==> config.mk <==
export PLATFORM = sky130hd
export DESIGN_NAME = gdp_pins
export DESIGN_NICKNAME = d
export VERILOG_FILES = /design/src/verilog/gdp_pkg.sv /design/src/verilog/gdp_sync.sv /design/src/verilog/gdp_pins.sv
export SDC_FILE = /design/constraint.sdc
export NUM_CORES = 1
export LEC_CHECK = 0
export BUFFER_PORTS_ARGS = -buffer_cell sky130_fd_sc_hd__buf_2
export CAP_MARGIN = 40
export CORE_ASPECT_RATIO = 1.25
export CORE_UTILIZATION = 46
export CTS_CLUSTER_DIAMETER = 60
export CTS_CLUSTER_SIZE = 20
export DETAILED_ROUTE_END_ITERATION = 12
export PLACE_DENSITY_LB_ADDON = 0.12
export SETUP_SLACK_MARGIN = 0.15
export SYNTH_ARGS = -nofsm -noshare
export SYNTH_HDL_FRONTEND = slang
export SYNTH_HIERARCHICAL = 1
export SYNTH_SLANG_ARGS = --single-unit
==> constraint.sdc <==
create_clock -name mclk -period 1.8 [get_ports mclk]
set_input_delay 0.18 -clock mclk [delete_from_list [all_inputs] [get_ports mclk]]
set_output_delay 0.18 -clock mclk [all_outputs]
set_load 0.02 [all_outputs]
==> src/verilog/gdp_pkg.sv <==
// Package for the primary-side pin block of the isolated gate driver.
// Assumes one 125 MHz clock and an active-low asynchronous reset.
package gdp_pkg;
	localparam int  CLK_PERIOD_NS      = 8;
	localparam int  SYNC_STAGES        = 2;
	// Dead time added after the monitor input falls
	localparam int  DEAD_TIME_NS       = 200;
	localparam int  DEAD_TIME_CYCLES   =
		(DEAD_TIME_NS + CLK_PERIOD_NS - 1) / CLK_PERIOD_NS;
	localparam int  DEAD_CNT_W         = 8;
	// Reset pulse must be stable this long to count as valid
	localparam int  RST_VALID_NS       = 80;
	localparam int  RST_VALID_CYCLES   =
		(RST_VALID_NS + CLK_PERIOD_NS - 1) / CLK_PERIOD_NS;
	localparam int  RST_CNT_W          = 8;
	localparam logic [7:0] DEAD_CNT_RST = 8'h00;

	// Value a pin reads when the driver leaves it floating
	localparam logic PULL_PWM  = 1'b0;
	localparam logic PULL_STP  = 1'b0;
	localparam logic PULL_EN   = 1'b0;
	localparam logic PULL_SCLK = 1'b1;
	localparam logic PULL_SDI  = 1'b1;
	localparam logic PULL_CS   = 1'b1;
	localparam logic PULL_TRIG = 1'b0;
	localparam logic PULL_DIO  = 1'b0;

	typedef struct packed {
		logic pwm;
		logic stp;
		logic en;
		logic rst_n;
		logic trig;
	} gdp_sync_t;

	typedef enum logic [1:0] {
		GDP_ST_NOT_READY,
		GDP_ST_READY
	} gdp_state_t;

	typedef struct packed {
		gdp_state_t           st;
		logic                 pwm_cmd;
		logic                 pwm_prev;
		logic                 inhibit;
		logic [DEAD_CNT_W-1:0] dead_cnt;
		logic [RST_CNT_W-1:0]  rst_cnt;
		logic                 flt_a_oe_n;
		logic                 flt_b_oe_n;
		logic                 rdy_oe_n;
		logic                 dio_out;
		logic                 dio_oe_n;
		logic                 dio_in;
		logic                 sdo;
		logic                 trig_prev;
		logic                 trig_pulse;
		logic                 sclk;
		logic                 sdi;
		logic                 cs_n;
	} gdp_regs_t;
endpackage : gdp_pkg

==> src/verilog/gdp_sync.sv <==
// Two-flop synchroniser bank for the primary-side inputs.
// Assumes inputs may change at any time relative to mclk.
`timescale 1ns/100ps
`default_nettype none
module gdp_sync
	import gdp_pkg::*;
#(
	parameter int               WIDTH   = 5,
	parameter logic [WIDTH-1:0] RST_VAL = '0
) (
	input  wire logic             mclk,
	input  wire logic             resetn,
	input  wire logic [WIDTH-1:0] d,
	output var  logic [WIDTH-1:0] q
);
	logic [WIDTH-1:0] meta_q;
	genvar i;
	// Each lane resets to its floating level, a constant per lane
	generate
		for (i = 0; i < WIDTH; i++) begin : g_lane
			always_ff @(posedge mclk or negedge resetn) begin
				if (!resetn) begin
					meta_q[i] <= RST_VAL[i];
					q[i]      <= RST_VAL[i];
				end else begin
					meta_q[i] <= d[i];
					q[i]      <= meta_q[i];
				end
			end
		end
	endgenerate
endmodule : gdp_sync
`default_nettype wire

==> src/verilog/gdp_pins.sv <==
// Primary-side pin logic of the isolated gate driver.
// Assumes floating pins arrive with pin_valid low; outputs via enables.
// What this block does
// PWM on/off alone on one-way channel
// Other traffic on separate two-way channel
// PWM non-inverting, floating reads low
// Monitor input is complementary PWM, floats low
// Enable low turns device off, floats low
// Class A failure pulls fault A low
// Class B failure pulls fault B low
// Chip select low-active, floats high
// Valid reset pulse restores default state
// Ready pin released only while functional
// Digital pin input or push-pull output
// Conversion trigger floats low, no trigger
// SPI data output is push-pull
// SPI clock and data float high
// On when PWM high with enable valid
// Enable invalid forces off commands
// Monitor plus dead time blocks rising edges
// Synchronise control inputs before use
`timescale 1ns/100ps
`default_nettype none
module gdp_pins
	import gdp_pkg::*;
#(
	parameter int DEAD_CYCLES = DEAD_TIME_CYCLES
) (
	input  wire logic       mclk,
	input  wire logic       resetn,
	input  wire logic       pwm_in,
	input  wire logic       pwm_in_valid,
	input  wire logic       shoot_through_monitor_in,
	input  wire logic       stp_in_valid,
	input  wire logic       enable_in,
	input  wire logic       enable_in_valid,
	input  wire logic       conversion_trigger_in,
	input  wire logic       trig_in_valid,
	input  wire logic       sclk_in,
	input  wire logic       sclk_in_valid,
	input  wire logic       sdi_in,
	input  wire logic       sdi_in_valid,
	input  wire logic       chip_select_n,
	input  wire logic       cs_in_valid,
	input  wire logic       reset_in_ready_in_n,
	input  wire logic       primary_digital_channel_i,
	input  wire logic       dio_in_valid,
	input  wire logic       dio_out_mode,
	input  wire logic       dio_out_val,
	input  wire logic       spi_sdo_val,
	input  wire logic       chip_functional,
	input  wire logic       fail_class_a,
	input  wire logic       fail_class_b,
	input  wire logic       link_tx_data,
	output logic            pwm_link_cmd,
	output logic            data_link_tx,
	output logic            fault_class_a_out_n,
	output logic            fault_class_a_oe_n,
	output logic            fault_class_b_out_n,
	output logic            fault_class_b_oe_n,
	output logic            reset_in_ready_out_n,
	output logic            reset_ready_oe_n,
	output logic            primary_digital_channel_o,
	output logic            primary_digital_channel_oe_n,
	output logic            dio_rx,
	output logic            spi_sdo,
	output logic            spi_sclk,
	output logic            spi_sdi,
	output logic            spi_cs_n,
	output logic            conversion_trigger_pulse,
	output logic            soft_reset_q
);
	////////////////////////////////////////////////////////////////////
	// Floating pins resolve to their pull level
	function automatic logic pull(input logic v, input logic ok,
		input logic lvl);
		pull = ok ? v : lvl;
	endfunction : pull

	gdp_sync_t sync_d;
	gdp_sync_t sync_q;
	gdp_regs_t r_q;
	gdp_regs_t r_d;
	logic      srst_q;

	always_comb begin
		sync_d.pwm   = pull(pwm_in, pwm_in_valid, PULL_PWM);
		sync_d.stp   = pull(shoot_through_monitor_in, stp_in_valid,
			PULL_STP);
		sync_d.en    = pull(enable_in, enable_in_valid, PULL_EN);
		sync_d.rst_n = reset_in_ready_in_n;
		sync_d.trig  = pull(conversion_trigger_in, trig_in_valid,
			PULL_TRIG);
	end

	// Bit 1 is the reset pin, which idles high
	gdp_sync #(
		.WIDTH   (5),
		.RST_VAL (5'h02)
	) u_sync (
		.mclk    (mclk),
		.resetn  (resetn),
		.d       (sync_d),
		.q       (sync_q)
	);

	////////////////////////////////////////////////////////////////////
	// Next-state logic
	always_comb begin
		r_d = r_q;
		// Disabled PWM counts as low: re-enable with PWM high turns on
		r_d.pwm_prev   = sync_q.pwm & sync_q.en;
		r_d.trig_prev  = sync_q.trig;
		r_d.trig_pulse = sync_q.trig & ~r_q.trig_prev;
		// Inhibit window: monitor high, then count dead time
		if (sync_q.stp) begin
			r_d.inhibit  = 1'b1;
			r_d.dead_cnt = DEAD_CNT_W'(DEAD_CYCLES);
		end else if (r_q.dead_cnt != '0) begin
			r_d.dead_cnt = r_q.dead_cnt - 1'b1;
			r_d.inhibit  = (r_q.dead_cnt != 8'h01);
		end else begin
			r_d.inhibit = 1'b0;
		end
		// Off always wins; on only from a clean rising edge
		if (!sync_q.en || !sync_q.pwm) begin
			r_d.pwm_cmd = 1'b0;
		end else if (sync_q.pwm && !r_q.pwm_prev) begin
			r_d.pwm_cmd = !(r_q.inhibit || sync_q.stp);
		end
		// Reset counter: low must persist to count as a valid pulse
		// Own pull-low reads back; host reset unseen while not ready
		if (!sync_q.rst_n && r_q.rdy_oe_n) begin
			if (r_q.rst_cnt != RST_CNT_W'(RST_VALID_CYCLES))
				r_d.rst_cnt = r_q.rst_cnt + 1'b1;
		end else begin
			r_d.rst_cnt = '0;
		end
		case (r_q.st)
			GDP_ST_NOT_READY: begin
				if (chip_functional)
					r_d.st = GDP_ST_READY;
			end
			GDP_ST_READY: begin
				if (!chip_functional)
					r_d.st = GDP_ST_NOT_READY;
			end
			default: r_d.st = GDP_ST_NOT_READY;
		endcase
		// Released only while ready; never driven high
		r_d.rdy_oe_n   = (r_d.st == GDP_ST_READY);
		r_d.flt_a_oe_n = ~fail_class_a;
		r_d.flt_b_oe_n = ~fail_class_b;
		r_d.dio_oe_n   = ~dio_out_mode;
		r_d.dio_out    = dio_out_val;
		r_d.dio_in     = dio_out_mode ? 1'b0 :
			pull(primary_digital_channel_i, dio_in_valid, PULL_DIO);
		r_d.sdo        = spi_sdo_val;
		r_d.sclk       = pull(sclk_in, sclk_in_valid, PULL_SCLK);
		r_d.sdi        = pull(sdi_in, sdi_in_valid, PULL_SDI);
		r_d.cs_n       = pull(chip_select_n, cs_in_valid, PULL_CS);
		// Valid reset pulse clears command, inhibit and dead time, and drops to not ready
		if (r_q.rst_cnt == RST_CNT_W'(RST_VALID_CYCLES)) begin
			r_d.pwm_cmd  = 1'b0;
			r_d.inhibit  = 1'b0;
			r_d.dead_cnt = DEAD_CNT_RST;
			r_d.st       = GDP_ST_NOT_READY;
			r_d.rdy_oe_n = 1'b0;
		end
	end

	always_ff @(posedge mclk or negedge resetn) begin
		if (!resetn) begin
			r_q          <= '0;
			r_q.st       <= GDP_ST_NOT_READY;
			r_q.flt_a_oe_n <= 1'b1;
			r_q.flt_b_oe_n <= 1'b1;
			r_q.dio_oe_n <= 1'b1;
			r_q.sclk     <= 1'b1;
			r_q.sdi      <= 1'b1;
			r_q.cs_n     <= 1'b1;
			srst_q       <= 1'b0;
		end else begin
			r_q          <= r_d;
			srst_q       <= (r_q.rst_cnt == RST_CNT_W'(RST_VALID_CYCLES));
		end
	end

	////////////////////////////////////////////////////////////////////
	// Separate registered channels: PWM only, then everything else
	logic data_tx_q;
	always_ff @(posedge mclk or negedge resetn) begin
		if (!resetn)
			data_tx_q <= 1'b0;
		else
			data_tx_q <= link_tx_data;
	end

	assign pwm_link_cmd                 = r_q.pwm_cmd;
	assign data_link_tx                 = data_tx_q;
	assign fault_class_a_out_n          = 1'b0;
	assign fault_class_a_oe_n           = r_q.flt_a_oe_n;
	assign fault_class_b_out_n          = 1'b0;
	assign fault_class_b_oe_n           = r_q.flt_b_oe_n;
	assign reset_in_ready_out_n         = 1'b0;
	assign reset_ready_oe_n             = r_q.rdy_oe_n;
	assign primary_digital_channel_o    = r_q.dio_out;
	assign primary_digital_channel_oe_n = r_q.dio_oe_n;
	assign dio_rx                       = r_q.dio_in;
	assign spi_sdo                      = r_q.sdo;
	assign spi_sclk                     = r_q.sclk;
	assign spi_sdi                      = r_q.sdi;
	assign spi_cs_n                     = r_q.cs_n;
	assign conversion_trigger_pulse     = r_q.trig_pulse;
	assign soft_reset_q                 = srst_q;

	////////////////////////////////////////////////////////////////////
	a_off_when_disabled: assert property (
		@(posedge mclk) disable iff (!resetn)
		!sync_q.en |=> !pwm_link_cmd)
		else $error("PWM on while enable invalid");
	a_off_when_low: assert property (
		@(posedge mclk) disable iff (!resetn)
		!sync_q.pwm |=> !pwm_link_cmd)
		else $error("PWM on while input low");
	a_on_when_clean: assert property (
		@(posedge mclk) disable iff (!resetn)
		(sync_q.pwm && !r_q.pwm_prev && sync_q.en && !sync_q.stp &&
		 !r_q.inhibit && r_q.rst_cnt != RST_CNT_W'(RST_VALID_CYCLES))
		|=> pwm_link_cmd)
		else $error("Clean rising edge did not turn on");
	a_inhibit_edge: assert property (
		@(posedge mclk) disable iff (!resetn)
		(sync_q.stp && !r_q.pwm_cmd) |=> !pwm_link_cmd)
		else $error("Rising edge passed during inhibit");
	a_stay_on: assert property (
		@(posedge mclk) disable iff (!resetn)
		(pwm_link_cmd && sync_q.pwm && sync_q.en && sync_q.stp &&
		 r_q.rst_cnt != RST_CNT_W'(RST_VALID_CYCLES)) |=> pwm_link_cmd)
		else $error("Inhibit forced output off");
	a_fault_a: assert property (
		@(posedge mclk) disable iff (!resetn)
		fail_class_a |=> !fault_class_a_oe_n && !fault_class_a_out_n)
		else $error("Fault A not pulled low");
	a_fault_b: assert property (
		@(posedge mclk) disable iff (!resetn)
		fail_class_b |=> !fault_class_b_oe_n)
		else $error("Fault B not pulled low");
	a_ready_release: assert property (
		@(posedge mclk) disable iff (!resetn)
		!chip_functional |=> !reset_ready_oe_n)
		else $error("Ready released while not functional");
	a_reset_clears: assert property (
		@(posedge mclk) disable iff (!resetn)
		r_q.rst_cnt == RST_CNT_W'(RST_VALID_CYCLES) |=> !pwm_link_cmd)
		else $error("Valid reset did not clear command");
	a_cs_float: assert property (
		@(posedge mclk) disable iff (!resetn)
		!cs_in_valid |=> spi_cs_n)
		else $error("Floating chip select not high");
	a_sdi_float: assert property (
		@(posedge mclk) disable iff (!resetn)
		!sdi_in_valid && !sclk_in_valid |=> spi_sdi && spi_sclk)
		else $error("Floating SPI inputs not high");
	a_dio_push: assert property (
		@(posedge mclk) disable iff (!resetn)
		dio_out_mode |=> !primary_digital_channel_oe_n &&
		primary_digital_channel_o == $past(dio_out_val))
		else $error("Digital pin not driven in output mode");
	a_trig_single: assert property (
		@(posedge mclk) disable iff (!resetn)
		conversion_trigger_pulse |=> !conversion_trigger_pulse)
		else $error("Trigger pulse longer than one cycle");
	a_trig_quiet: assert property (
		@(posedge mclk) disable iff (!resetn)
		!sync_q.trig |=> !conversion_trigger_pulse)
		else $error("Trigger pulse without trigger input");
	a_dio_input: assert property (
		@(posedge mclk) disable iff (!resetn)
		!dio_out_mode |=> primary_digital_channel_oe_n)
		else $error("Digital pin driven in input mode");
	a_dio_float: assert property (
		@(posedge mclk) disable iff (!resetn)
		(!dio_out_mode && !dio_in_valid) |=> !dio_rx)
		else $error("Floating digital pin not read low");
	a_dio_read: assert property (
		@(posedge mclk) disable iff (!resetn)
		(!dio_out_mode && dio_in_valid) |=>
		dio_rx == $past(primary_digital_channel_i))
		else $error("Digital pin input not followed");
	a_sdo_follow: assert property (
		@(posedge mclk) disable iff (!resetn)
		1'b1 |=> spi_sdo == $past(spi_sdo_val))
		else $error("SPI data output not driven");
	a_link_follow: assert property (
		@(posedge mclk) disable iff (!resetn)
		1'b1 |=> data_link_tx == $past(link_tx_data))
		else $error("Two-way channel data not passed");
	a_pwm_only: assert property (
		@(posedge mclk) disable iff (!resetn)
		pwm_link_cmd |-> $past(sync_q.pwm) && $past(sync_q.en))
		else $error("PWM channel on without enabled PWM");
	a_reset_ready: assert property (
		@(posedge mclk) disable iff (!resetn)
		r_q.rst_cnt == RST_CNT_W'(RST_VALID_CYCLES) |=> !reset_ready_oe_n)
		else $error("Valid reset left ready released");
	a_soft_reset: assert property (
		@(posedge mclk) disable iff (!resetn)
		r_q.rst_cnt == RST_CNT_W'(RST_VALID_CYCLES) |=> soft_reset_q)
		else $error("Valid reset not flagged");
	a_dead_edge: assert property (
		@(posedge mclk) disable iff (!resetn)
		($fell(sync_q.stp) && !r_q.pwm_cmd) |=> !pwm_link_cmd)
		else $error("Rising edge passed in dead time");
	a_sclk_float: assert property (
		@(posedge mclk) disable iff (!resetn)
		!sclk_in_valid |=> spi_sclk)
		else $error("Floating SPI clock not high");
	a_cs_driven: assert property (
		@(posedge mclk) disable iff (!resetn)
		cs_in_valid |=> spi_cs_n == $past(chip_select_n))
		else $error("Driven chip select not followed");
	a_sdi_driven: assert property (
		@(posedge mclk) disable iff (!resetn)
		sdi_in_valid |=> spi_sdi == $past(sdi_in))
		else $error("Driven SPI data input not followed");
endmodule : gdp_pins
`default_nettype wire

==> metrics.csv <==
stage,metric,value,unit
outcome,status,finished with violations,
outcome,violations,negative setup slack,
synthesis,syn_inst,140,
clocking,cts_buffer_depth,2,
layout,num_antenna_cells,0,
place,port_buffers,39,
synthesis,ys_ff_latch,44,
power_and_ir_drop,clkPwrFrac,27.2,%
timing,clock_skew,0.002949,ns
timing,rsz0062_at_grt,true,
timing,finalWorstSetupSlack,-0.1109,ns
worst_setup_path,criticalPathCategory,reg2reg,
synthesis,synthDistinctLibCells,32,
layout,final_area,2283,um2
drt,vias,1193,
worst_setup_path,crit_path_start_kind,flop,
timing,relSlewSlack,52.39,%
timing,setup_viol,6,
worst_setup_path,required,1.99,ns
worst_setup_path,worst_ep_arrival_time,2.10,ns
global_route,grt_pass1_vias,1219,
floorplan,die_h,70.58,um
clocking,clk_pin_slew,0.08,ns
layout,fin_nets,234,
worst_setup_path,r2r-start,r_q[26],
drt,post_drt_via_cell_ratio,4.909,
clocking,cts_tree,built,
timing,setup-tns-final,-0.3121,ns
timing,tightest_slew,0.7087,ns
floorplan,rows,24,
global_route,use_met3,6.399,%
worst_setup_path,rr_worst_depth,4,
worst_setup_path,startpoint,r_q[26],
layout,stdcell_count,243,
timing,fmax,523.3,MHz
global_route,use_met2,30.82,%
hold_path,worstHoldStart,cs_in_valid,
layout,fillCellCount,265,
drt,drt-initial-drc-count,20,
global_route,met1_usage,20.75,%
power_and_ir_drop,p_per_area,1012,nW/um2
timing,maxSlewViolCount,0,
power_and_ir_drop,vdd_drop_max,0.0005858,V
power_and_ir_drop,intPower,1.660,mW
power_and_ir_drop,switching_share,28.21,%
global_route,gr-total-overflow,0,
synthesis,yosysSeqAreaShare,64.21,%
clocking,cts_root_buf,clkbuf_8,
synthesis,syn-cell-area,1730,um2
drt,wl,3176,um
power_and_ir_drop,power,2.312,mW
floorplan,die_area,4013,um2
drt,antenna_left,0,
hold_path,hold_path_class,in2reg,
hold_path,hold_depth,2,
global_route,antenna_found_initial,0,
synthesis,ys_top_cells_by_area,"dfrtp_1 52%, dfstp_2 12%, ha_1 3.6%, xor2_1 3.5%, nor2_1 2.8%",
drt,wl_per_cell,13.07,um
synthesis,yosysTopAreaCell,dfrtp_1,
timing,period_share,106.2,%
place,dp.cells,221,
power_and_ir_drop,leakage,1.091,nW
synthesis,yosys_warnings,6,
place,gp_congestion,0.7634,
clocking,clk_latency,0.29,ns
drt,first_pass_iters,4,
synthesis,avgSynthCellArea,12.36,um2
layout,final_layout_size_suffix_gt1_share,37.25,%
floorplan,core_area,3543,um2
clocking,clock_sinks,44,
timing,period_minus_slack,1.911,ns
worst_setup_path,endpoint_kind,flop,
clocking,htreeDepth,2,
clocking,numCtsBuffers,5,
worst_setup_path,crit_fanout,7,
floorplan,start_util,48.83,%
timing,hold_viol_final,0,
layout,area_growth_syn_to_layout,31.96,%
global_route,grt_util_all_layers,17.97,%
power_and_ir_drop,pwr-share-seq,49.9,%
floorplan,io_pins,43,
power_and_ir_drop,switchingPower,652.2,uW
drt,drc_errors,0,
floorplan,die_x,56.86,um
place,placed_cell_area,2018,um2
job,drv_cap,0,
global_route,grt_pass1_wl,5299,um
power_and_ir_drop,power_frac_comb,22.9,%
synthesis,synth_top_area_share,52.06,%
place,hpwl,2136,um
global_route,busiest_layer,met2,
global_route,grt_max_degree,24,
metal layers:
| metal | vias up | wire, um |
|---|---|---|
| met5 | - | 0 |
| met4 | 0 | 44 |
| met3 | 5 | 147 |
| met2 | 37 | 1647 |
| met1 | 569 | 1337 |
| li1 | 582 | - |
cell families after synthesis:
family          Yosys count  share of synthesized area, %
simple gates             52                         17.35
compound gates           13                         5.134
buf+inv                  15                         4.338
fa+ha+maj                 5                         3.615
xor+xnor                  9                         4.556
other cells               1                        0.2167
mux                       1                        0.5785
flops                    44                         64.21
power groups by stage:
stage	clock network (mW)	registers [mW]	logic, mW
after floorplan	0	1.17	0.258
after CTS	0.660	1.15	0.474
final	0.629	1.15	0.530
after global routing	0.706	1.16	0.576
after global placement	0	1.15	0.420
after detailed placement	0	1.17	0.440
flip-flops by register name, indices dropped and copies added, names as in the netlist:
name and count:
spi_cs_n 1, u_sync/q 5, soft_reset_q 1, fault_class_b_oe_n 1, primary_digital_channel_o 1, primary_digital_channel_oe_n 1, fault_class_a_oe_n 1, spi_sclk 1
spi_sdo 1, u_sync/meta_q 5, reset_ready_oe_n 1, data_link_tx 1, conversion_trigger_pulse 1, spi_sdi 1, r_q 20, dio_rx 1
pwm_link_cmd 1
worst max-delay path, stage by stage (launching register included):
cell and delay [ns]:
dfrtp_1 0.39, or4_4 0.54, or4b_4 0.57, xnor2_1 0.15, o21a_1 0.16
final cells by class:
type                            count  area (um2)  area share [%]
Clock buffer                        6       82.58           3.616
Timing Repair Buffer               60       390.4           17.10
Multi-Input combinational cell     84       605.6           26.52
Tap cell                           39       48.80           2.137
Clock inverter                      2       15.01          0.6575
Inverter                            8       30.03           1.315
Sequential cell                    44        1111           48.66
per-stage QoR:
| stage | hold slack (ns) | setup slack [ns] | utilization [%] |
|---|---|---|---|
| after floorplan | -0.1156 | -0.1128 | - |
| after global placement | 0.1792 | -0.09552 | 56.96 |
| after detailed placement | 0.1944 | -0.1187 | 56.96 |
| after CTS | 0.002720 | -0.1096 | 62.96 |
| after global routing | 0.0006899 | -0.1496 | 64.44 |
| final | 0.01935 | -0.1109 | 64.44 |
what timing repair did:
item,in CTS,in global routing
buffers inserted,2,2
hold buffers,9,1
endpoints found under the hold margin,24,1
pin swaps,1,2
gates resized for setup,2,7
cloned,0,0
setup endpoints to repair,7,8
cells in the mapped netlist:
library cell	instances
nor2b_1	1
nor3_1	7
nor3b_1	4
a2111oi_2	1
mux2i_1	1
dfstp_2	8
a211oi_1	2
and2_1	5
nand3_1	5
nand2b_1	7
and3_1	3
a21oi_1	6
xnor2_1	2
nand4b_1	1
or4b_4	1
ha_1	5
inv_1	8
o21a_1	1
buf_6	1
buf_4	3
nor2_1	13
xor2_1	7
nand3b_1	2
clkbuf_1	2
or4_4	1
a21boi_0	1
buf_1	1
nor4_1	2
conb_1	1
a31oi_1	1
dfrtp_1	36
a22oi_1	1
cells in the final DEF (no fill, tap or decap), drive strengths merged:
cell type | netlist | final
a2111oi | 1 | 1
a211oi | 2 | 2
a21boi | 1 | 1
a21oi | 6 | 6
a22oi | 1 | 1
a31oi | 1 | 1
and2 | 5 | 5
and3 | 3 | 3
buf | 5 | 50
clkbuf | 2 | 6
clkinvlp | 0 | 2
conb | 1 | 4
dfrtp | 36 | 36
dfstp | 8 | 8
dlygate4sd3 | 0 | 10
ha | 5 | 5
inv | 8 | 8
mux2i | 1 | 1
nand2b | 7 | 7
nand3 | 5 | 5
nand3b | 2 | 2
nand4b | 1 | 1
nor2 | 13 | 13
nor2b | 1 | 1
nor3 | 7 | 7
nor3b | 4 | 4
nor4 | 2 | 2
o21a | 1 | 1
or4 | 1 | 1
or4b | 1 | 1
xnor2 | 2 | 2
xor2 | 7 | 7
worst paths after layout:
kind | endpoint | slack, ns
min reg2reg | u_sync/q[2] | 0.35
max reg2reg | r_q[20] | -0.11
min | spi_cs_n | 0.02
max | r_q[20] | -0.11
max in group asynchronous | u_sync/q[1] | 0.82
min in group asynchronous | r_q[26] | 0.41
Power figures use the tool's default switching activity.
